==> config.mk <==
export PLATFORM = sky130hd
export DESIGN_NAME = dcs_adc_sequencer
export DESIGN_NICKNAME = d
export VERILOG_FILES = /design/src/logic/dcs_adc_sequencer.v
export VERILOG_INCLUDE_DIRS = /design/src /design/src/logic
export SDC_FILE = /design/constraint.sdc
export NUM_CORES = 1
export LEC_CHECK = 0
export ABC_CLOCK_PERIOD_IN_PS = 3100
export BUFFER_PORTS_ARGS = -buffer_cell sky130_fd_sc_hd__buf_4
export CAP_MARGIN = 20
export CELL_PAD_IN_SITES_DETAIL_PLACEMENT = 1
export CELL_PAD_IN_SITES_GLOBAL_PLACEMENT = 2
export CORE_ASPECT_RATIO = 0.7
export CORE_MARGIN = 4
export CORE_UTILIZATION = 33
export CTS_BUF_LIST = sky130_fd_sc_hd__clkbuf_16
export DETAILED_ROUTE_END_ITERATION = 8
export HOLD_SLACK_MARGIN = 0.15
export PLACE_DENSITY_LB_ADDON = 0.1
export SLEW_MARGIN = 5
export SYNTH_ARGS = -nofsm -noshare
export SYNTH_HDL_FRONTEND = slang
export SYNTH_SLANG_ARGS = --single-unit
==> constraint.sdc <==
create_clock -name sys_clk_i -period 3.1 [get_ports sys_clk_i]
set_input_delay 0.31 -clock sys_clk_i [delete_from_list [all_inputs] [get_ports sys_clk_i]]
set_output_delay 0.31 -clock sys_clk_i [all_outputs]
set_load 0.05 [all_outputs]
==> src/logic/dcs_adc_defs.vh <==
// constants for the two-input converter sequencer and its serial port
// Notes on behaviour
// RULE1: track input for first three clocks
// RULE2: hold and convert over next thirteen clocks
// RULE3: result MSB first, first bit clock five
// RULE4: host frames sixteen-edge multiples with select
// RULE5: result output enabled only while select low
// RULE6: power down when deselected and between conversions
// RULE7: retrack after sixteenth rise, hold fourth fall
// RULE8: serial clock ignored while select high
// RULE9: select fall with clock low is fall
// RULE10: clock high at select fall waits
// RULE11: first eight rising edges form control word
// RULE12: channel address applies to next conversion
// RULE13: sample frozen on fourth falling edge
// RULE14: each conversion spans exactly sixteen clocks
// RULE15: address bits five-three, low bit picks input
// RULE16: host never sets middle address bit
// RULE17: first conversion after reset samples input a
// RULE18: simultaneous fall: next rise is first
// RULE19: bits launched on falls five through sixteen
// RULE20: control word captured MSB first
// RULE21: output low during first four clocks
`ifndef DCS_ADC_DEFS_VH
`define DCS_ADC_DEFS_VH

// ------------------------------------------------------------
// conversion framing
// ------------------------------------------------------------
`define DCS_TRACK_CLKS     5'h03
`define DCS_CONV_CLKS      5'h0d
`define DCS_GROUP_CLKS     5'h10
`define DCS_HOLD_EDGE      5'h04
`define DCS_FIRST_BIT_EDGE 5'h05
`define DCS_CMD_BITS       5'h08

// ------------------------------------------------------------
// control word fields and widths
// ------------------------------------------------------------
`define DCS_ADDR_TOP_BIT   5
`define DCS_ADDR_MID_BIT   4
`define DCS_ADDR_LOW_BIT   3
`define DCS_RES_W          12
`define DCS_CMD_W          8

// ------------------------------------------------------------
// reset values
// ------------------------------------------------------------
`define DCS_MUX_RESET      1'h0
`define DCS_CMD_RESET      8'h00

`endif

==> src/logic/dcs_adc_sequencer.v <==
// conversion sequencer and serial port of the two-input sampling converter
`timescale 1ns/10ps
`include "dcs_adc_defs.vh"

module dcs_adc_sequencer
(
  input  wire        sys_clk_i,
  input  wire        reset_i,
  input  wire        ce_i,
  input  wire        cs_n_i,
  input  wire        sclk_i,
  input  wire        din_i,
  input  wire [11:0] analog_input_a_i,
  input  wire [11:0] analog_input_b_i,
  output wire        dout_o,
  output wire        dout_oe_o,
  output wire        track_o,
  output wire        hold_o,
  output wire        power_down_o,
  output wire        mux_sel_o,
  output wire [7:0]  ctrl_word_o,
  output wire        ctrl_strobe_o
);

  // ------------------------------------------------------------
  // states
  // ------------------------------------------------------------
  localparam [1:0] ST_OFF   = 2'h0;
  localparam [1:0] ST_TRACK = 2'h1;
  localparam [1:0] ST_HOLD  = 2'h2;
  localparam [1:0] ST_GAP   = 2'h3;

  // ------------------------------------------------------------
  // declarations
  // ------------------------------------------------------------
  wire [2:0]            pin_in;
  reg  [2:0]            pin_meta_r;
  reg  [2:0]            pin_sync_r;
  wire                  cs_n_s;
  wire                  sclk_s;
  wire                  din_s;
  wire                  gclk;
  reg                   gclk_q_r;
  wire                  sclk_fall;
  wire                  sclk_rise;

  reg  [1:0]            state_r;
  reg  [1:0]            state_nxt;
  reg  [4:0]            fall_cnt_r;
  reg  [4:0]            fall_nxt;
  reg  [4:0]            rise_cnt_r;
  reg  [4:0]            rise_nxt;
  reg  [7:0]            cmd_r;
  reg  [7:0]            cmd_nxt;
  reg  [7:0]            ctrl_r;
  reg  [7:0]            ctrl_nxt;
  reg                   strobe_r;
  reg                   strobe_nxt;
  reg                   pend_r;
  reg                   pend_nxt;
  reg                   mux_r;
  reg                   mux_nxt;
  reg  [11:0]           samp_r;
  reg  [11:0]           samp_nxt;
  reg                   dout_r;
  reg                   dout_nxt;
  reg                   dout_oe_r;
  reg                   track_r;
  reg                   hold_r;
  reg                   pdown_r;
  reg                   track_nxt;
  reg                   hold_nxt;
  reg                   pdown_nxt;
  reg  [4:0]            bit_idx;
  reg  [7:0]            cmd_shift;

  // ------------------------------------------------------------
  // pin synchronisers
  // ------------------------------------------------------------
  // two clocks of sync plus one for the edge detector: each serial
  // clock edge acts three system clocks after it reaches the pin, and
  // a phase of one system clock is still seen
  assign pin_in = {din_i, sclk_i, cs_n_i};

  genvar g;
  generate
    for (g = 0; g < 3; g = g + 1)
    begin : g_sync
      always @(posedge sys_clk_i)
      begin
        if (reset_i)
        begin
          pin_meta_r[g] <= 1'b1;
          pin_sync_r[g] <= 1'b1;
        end
        else if (ce_i)
        begin
          pin_meta_r[g] <= pin_in[g];
          pin_sync_r[g] <= pin_meta_r[g];
        end
      end
    end
  endgenerate

  assign cs_n_s = pin_sync_r[0];
  assign sclk_s = pin_sync_r[1];
  assign din_s  = pin_sync_r[2];

  // ------------------------------------------------------------
  // internal clock gating
  // ------------------------------------------------------------
  // held high while deselected: a select fall with the clock low
  // then reads as a falling edge, a high clock waits for its fall
  assign gclk = sclk_s | cs_n_s;                        // [RULE8] [RULE9] [RULE10]

  always @(posedge sys_clk_i)
  begin
    if (reset_i)
      gclk_q_r <= 1'b1;
    else if (ce_i)
      gclk_q_r <= gclk;
  end

  assign sclk_fall = gclk_q_r & ~gclk;
  // the rise caused by select going high is no clock edge
  assign sclk_rise = ~gclk_q_r & gclk & ~cs_n_s;        // [RULE8]

  // ------------------------------------------------------------
  // next-state logic
  // ------------------------------------------------------------
  always @*
  begin
    state_nxt  = state_r;
    fall_nxt   = fall_cnt_r;
    rise_nxt   = rise_cnt_r;
    cmd_nxt    = cmd_r;
    ctrl_nxt   = ctrl_r;
    strobe_nxt = 1'b0;
    pend_nxt   = pend_r;
    mux_nxt    = mux_r;
    samp_nxt   = samp_r;
    dout_nxt   = dout_r;
    bit_idx    = 5'h00;
    cmd_shift  = {cmd_r[6:0], din_s};                   // [RULE20]

    if (cs_n_s)
    begin
      // frame closed: core idles, half-done conversion is dropped
      state_nxt = ST_OFF;                               // [RULE6]
      fall_nxt  = 5'h00;
      rise_nxt  = 5'h00;
      dout_nxt  = 1'b0;
    end
    else
    begin
      if (sclk_fall)
      begin
        case (state_r)
          ST_OFF, ST_GAP:
          begin
            state_nxt = ST_TRACK;                       // [RULE1] [RULE7] [RULE9]
            fall_nxt  = 5'h01;
          end
          ST_TRACK, ST_HOLD:
            fall_nxt = fall_cnt_r + 5'h01;
          default:
            state_nxt = ST_OFF;
        endcase

        if (fall_nxt == `DCS_HOLD_EDGE)
        begin
          state_nxt = ST_HOLD;                          // [RULE2] [RULE7] [RULE13]
          samp_nxt  = mux_r ? analog_input_b_i : analog_input_a_i;
        end

        // fall n launches bit 16-n; earlier falls keep the line low
        if (fall_nxt >= `DCS_FIRST_BIT_EDGE && fall_nxt <= `DCS_GROUP_CLKS)
        begin
          bit_idx  = `DCS_GROUP_CLKS - fall_nxt;
          dout_nxt = samp_r[bit_idx[3:0]];              // [RULE3] [RULE19]
        end
        else
          dout_nxt = 1'b0;                              // [RULE21]
      end

      if (sclk_rise && (state_r == ST_TRACK || state_r == ST_HOLD))
      begin
        // first rise after entering track is the first command bit
        rise_nxt = rise_cnt_r + 5'h01;                  // [RULE18]
        if (rise_cnt_r < `DCS_CMD_BITS)
          cmd_nxt = cmd_shift;                          // [RULE11]
        if (rise_nxt == `DCS_CMD_BITS)
        begin
          ctrl_nxt   = cmd_shift;
          strobe_nxt = 1'b1;
          // only the low address bit steers the mux; the top bit
          // and the middle bit are both ignored, whatever their value
          pend_nxt   = cmd_shift[`DCS_ADDR_LOW_BIT];    // [RULE15] [RULE16]
        end
        // a cut frame keeps the pending address but never applies it
        if (rise_nxt == `DCS_GROUP_CLKS)
        begin
          state_nxt = ST_GAP;                           // [RULE6] [RULE14]
          rise_nxt  = 5'h00;
          mux_nxt   = pend_r;                           // [RULE12]
        end
      end
    end
  end

  // ------------------------------------------------------------
  // sequencer registers
  // ------------------------------------------------------------
  always @(posedge sys_clk_i)
  begin
    if (reset_i)
    begin
      state_r    <= ST_OFF;
      fall_cnt_r <= 5'h00;
      rise_cnt_r <= 5'h00;
      cmd_r      <= `DCS_CMD_RESET;
      ctrl_r     <= `DCS_CMD_RESET;
      strobe_r   <= 1'b0;
      pend_r     <= `DCS_MUX_RESET;
      mux_r      <= `DCS_MUX_RESET;                     // [RULE17]
      samp_r     <= 12'h000;
      dout_r     <= 1'b0;
    end
    else if (ce_i)
    begin
      state_r    <= state_nxt;
      fall_cnt_r <= fall_nxt;
      rise_cnt_r <= rise_nxt;
      cmd_r      <= cmd_nxt;
      ctrl_r     <= ctrl_nxt;
      strobe_r   <= strobe_nxt;
      pend_r     <= pend_nxt;
      mux_r      <= mux_nxt;
      samp_r     <= samp_nxt;
      dout_r     <= dout_nxt;
    end
  end

  // ------------------------------------------------------------
  // status decode
  // ------------------------------------------------------------
  // unused codes fall back to powered down
  always @*
  begin
    track_nxt = 1'b0;
    hold_nxt  = 1'b0;
    pdown_nxt = 1'b1;
    case (state_nxt)
      ST_TRACK:
      begin
        track_nxt = 1'b1;                               // [RULE1]
        pdown_nxt = 1'b0;
      end
      ST_HOLD:
      begin
        hold_nxt  = 1'b1;                               // [RULE2]
        pdown_nxt = 1'b0;
      end
      ST_OFF, ST_GAP:
        pdown_nxt = 1'b1;                               // [RULE6]
      default:
        pdown_nxt = 1'b1;
    endcase
  end

  // ------------------------------------------------------------
  // status outputs
  // ------------------------------------------------------------
  // registered from next state so status and state change together
  always @(posedge sys_clk_i)
  begin
    if (reset_i)
    begin
      dout_oe_r <= 1'b0;
      track_r   <= 1'b0;
      hold_r    <= 1'b0;
      pdown_r   <= 1'b1;
    end
    else if (ce_i)
    begin
      dout_oe_r <= ~cs_n_s;                             // [RULE5]
      track_r   <= track_nxt;
      hold_r    <= hold_nxt;
      pdown_r   <= pdown_nxt;                           // [RULE6]
    end
  end

  assign dout_o        = dout_r;
  assign dout_oe_o     = dout_oe_r;
  assign track_o       = track_r;
  assign hold_o        = hold_r;
  assign power_down_o  = pdown_r;
  assign mux_sel_o     = mux_r;
  assign ctrl_word_o   = ctrl_r;
  assign ctrl_strobe_o = strobe_r;

endmodule

==> results by group <==
Clocking
  • Hold_buf cts: 0
  • H-tree lvl count: 2
  • CTS sink cnt: 53
  • CTS tree: built
  • Worst-path clk slew: approximately 0.070 ns
  • Post-cts sizing count: 0
  • Post-CTS Setup Inserts: 0
  • CTS buffer count: 5
  • Worst skew pair latency: ~0.30 ns
  • Clk buf depth: 2
  • CTS root buf: clkbuf_16

GRT
  • First-pass GRT wire length: between 10000 and 15000 um
  • Vias in the first global route: 2212
  • Gr usage total: between 10 and 15%
  • Initial antenna violation count: 0
  • Largest net degree at the start of global routing: 54
  • GRT overflow: 0

Detailed routing
  • Drc violations: 0
  • DRT iter0 DRCs: 78
  • Routed wire per std cell: about 15 um
  • DR vias: approximately 2200
  • Antenna viol nets, final: 0
  • Pre-antenna DRT Iters: 4
  • Routed vias/inst: between 5 and 6
  • Total wire length: approximately 6400 um

Yosys
  • Yosys top cell by area: dfxtp_1
  • Mean post-synth cell area: 8.91 um^2
  • Share of the synthesized area in the top cell type: 40.8%
  • Synth cell types: 43
  • #FFs+latches synth: 53
  • Post-Syn Area: 2600 um^2
  • Syn Nets: around 330
  • Synth area leaders: dfxtp_1 41%, mux2i_1 13%, nor2_1 7.2%, ha_1 4.3%, a21oi_1 3.5%
  • Post-Synthesis Cells: about 290
  • Syn. warnings: 0
  • Sequential area share after synthesis: 40.8%

Layout
  • Filler cells: 906
  • Ratio of cells with drive above 1 in the final layout: slightly above 20%
  • N_diodes: 0
  • Fin nets: 369
  • P&R area growth vs syn: 21.6%

Power
  • Net Switching: ~310 uW
  • Logic gate share of total power: 6.2%
  • Internal Power: around 1000 uW
  • PD cells: ~420 nW/um^2
  • Flop pwr share: between 50% and 60%
  • Maximum vdd drop: approximately 190 uV
  • Power Total: about 1300 uW
  • Switch share: approximately 23%
  • Leak: 0.00134 uW
  • Clock power share: between 40% and 50%

Floorplanning
  • Core area: 7480 um^2
  • Chip Width: around 110 um
  • Ports: 45
  • Initial Util: about a third
  • Die area: between 9000 and 10000 um^2
  • Die height: approximately 82 um
  • # rows: 26

STA
  • Least-Margin Pin Slew: roughly 0.8 ns
  • Max-slew headroom: between 40 and 50%
  • Final Max Slew Viols: 0
  • Final hold violation count: 0
  • Fin crit share: 92.1%
  • Post-route setup TNS: 0 ns
  • Peak Freq: between 0.3 and 0.4 GHz
  • Final period demand of the worst path: about 2.9 ns
  • Worst hold slack: about 0.22 ns
  • RSZ-0062 raised after global routing: no
  • Layout Skew: about 0.0075 ns
  • # setup viols final: 0

Placement
  • Final GP Congestion: 0.794
  • IO Port Bufs: 44
  • Dpl hpwl: 4610 um

Job
  • Max cap viols: 0

Critical path
  • FF-to-FF End: power_down_o
  • RR Startpoint: state_r[0]
  • CP startpoint: state_r[0]
  • Critical path class: flip-flop to flip-flop
  • Worst setup SP type: flip-flop
  • WP data arrival: just over 3 ns
  • Worst reg2reg setup slack: around 0.24 ns
  • Worst path required time: between 3 and 4 ns
  • Largest fanout on the critical path: 11
  • Worst r2r path cells: 10
  • Critical path capture point type: flip-flop

Hold path
  • Worst hold endpoint: pin_meta_r[0]
  • Worst Hold Launch: cs_n_i
  • Cells on Worst Hold Path: 2
  • Worst hold path class: input pin to flip-flop

Run status
  • Outcome: finished, final reports clean
## critical path, cell delays in order (launching register included)
cell and delay, ns:
dfxtp_1 0.35, inv_1 0.07, ha_1 0.48, nand2b_1 0.23
ha_1 0.23, nand2_1 0.09, nor4_1 0.42, o31ai_1 0.16
a21oi_1 0.18, ha_1 0.25, a211o_1 0.29
## cell usage after synthesis (all sizes together)
cell type and number:
or3 2, a21bo 1, or4b 2, a31o 1, o31ai 2, xor2 4
a211o 7, clkbuf 11, nor2b 6, xnor2 2, a21o 2, buf 9
and2 2, nor3 3, and2b 2, nand4b 1, inv 5, nor2 51
mux2 1, nor4b 1, nand3b 2, ha 9, a31oi 3, a211oi 12
or4 1, nand2 16, or2 1, dfxtp 53, a21oi 18, mux4 2
nand2b 4, o31a 1, nor4 2, mux2i 34, o21ai 7, and3 2
nand3 10
## layout make-up
cell class	count	area [um^2]	area share [%]
Timing Repair Buffer	51	383	12.1
Multi-Input combinational cell	214	1430	45.3
Clock inverter	3	21.3	0.672
Tap cell	98	123	3.88
Clock buffer	5	125	3.95
Sequential cell	53	1060	33.5
Inverter	5	18.8	0.593
## power groups by stage
stage	Combinational, uW	Clock [uW]	Sequential, uW
floorplan	39.9	0	711
global placement	83.9	0	709
detailed placement	84.6	0	709
CTS	84.9	588	693
global route	93.2	616	694
finish	83.6	562	693
## cells by family (layout without fill, tap and decap cells)
logic type / count (synthesis) / count (layout) / synth area share [%]
adders and majority gates: 9 / 9 / 4.33
and+or+nand+nor: 108 / 108 / 19.9
muxes: 37 / 37 / 15.2
buffers and inverters: 25 / 64 / 4.18
AOI/OAI and AO/OA: 54 / 54 / 13.6
DFF: 53 / 53 / 40.8
xor gates and xnor gates: 6 / 6 / 2.02
## state kept, by name (all words and copies together) (netlist names), 2 cells and up
name and flops:
samp_r 12, ctrl_word_o 8, cmd_r 7, fall_cnt_r 5
rise_cnt_r 5, pin_meta_r 3, state_r 2
## cell usage in the layout (no fill, tap or decap), types with 3 or more instances in the layout
master,synthesis,final
a31oi_1,3,3
clkbuf_16,0,5
inv_1,5,5
a21oi_1,18,18
a211oi_1,12,12
mux2i_1,34,34
nand2_1,15,15
nor3_1,3,3
nor2_1,50,50
nand2b_1,3,3
ha_1,9,9
dfxtp_1,53,53
nand3_1,10,10
buf_4,2,51
a211o_1,7,7
xor2_1,4,4
nor2b_1,6,6
o21ai_0,6,6
## metal layers
metal | part of all wire (%) | wire [um] | track usage, %
met5 | 0 | 0 | 0
met4 | 1.6 | 105 | 5.34
met3 | 3.6 | 228 | 3.86
met1 | 57 | 3650 | 22.2
met2 | 38 | 2390 | 20.0
## stage by stage
step                      cells  setup WS [ns]  cell area, um^2  util [%]
final                       429          0.244             3160      42.3
after global routing        429         0.0374             3160      42.3
after global placement      421          0.341             3020      40.3
after CTS                   429          0.252             3160      42.3
after detailed placement    421          0.281             3020      40.3
after floorplan             292          0.409             2600         -
## worst max-delay path by stage
stage / slack [ns] / end / cells after the start
global route: 0.04 / power_down_o / 10
global placement: 0.34 / power_down_o / 7
detailed placement: 0.28 / power_down_o / 7
floorplan: 0.41 / power_down_o / 9
CTS: 0.25 / power_down_o / 10
finish: 0.24 / power_down_o / 10
(Power assumes the default switching activity.)
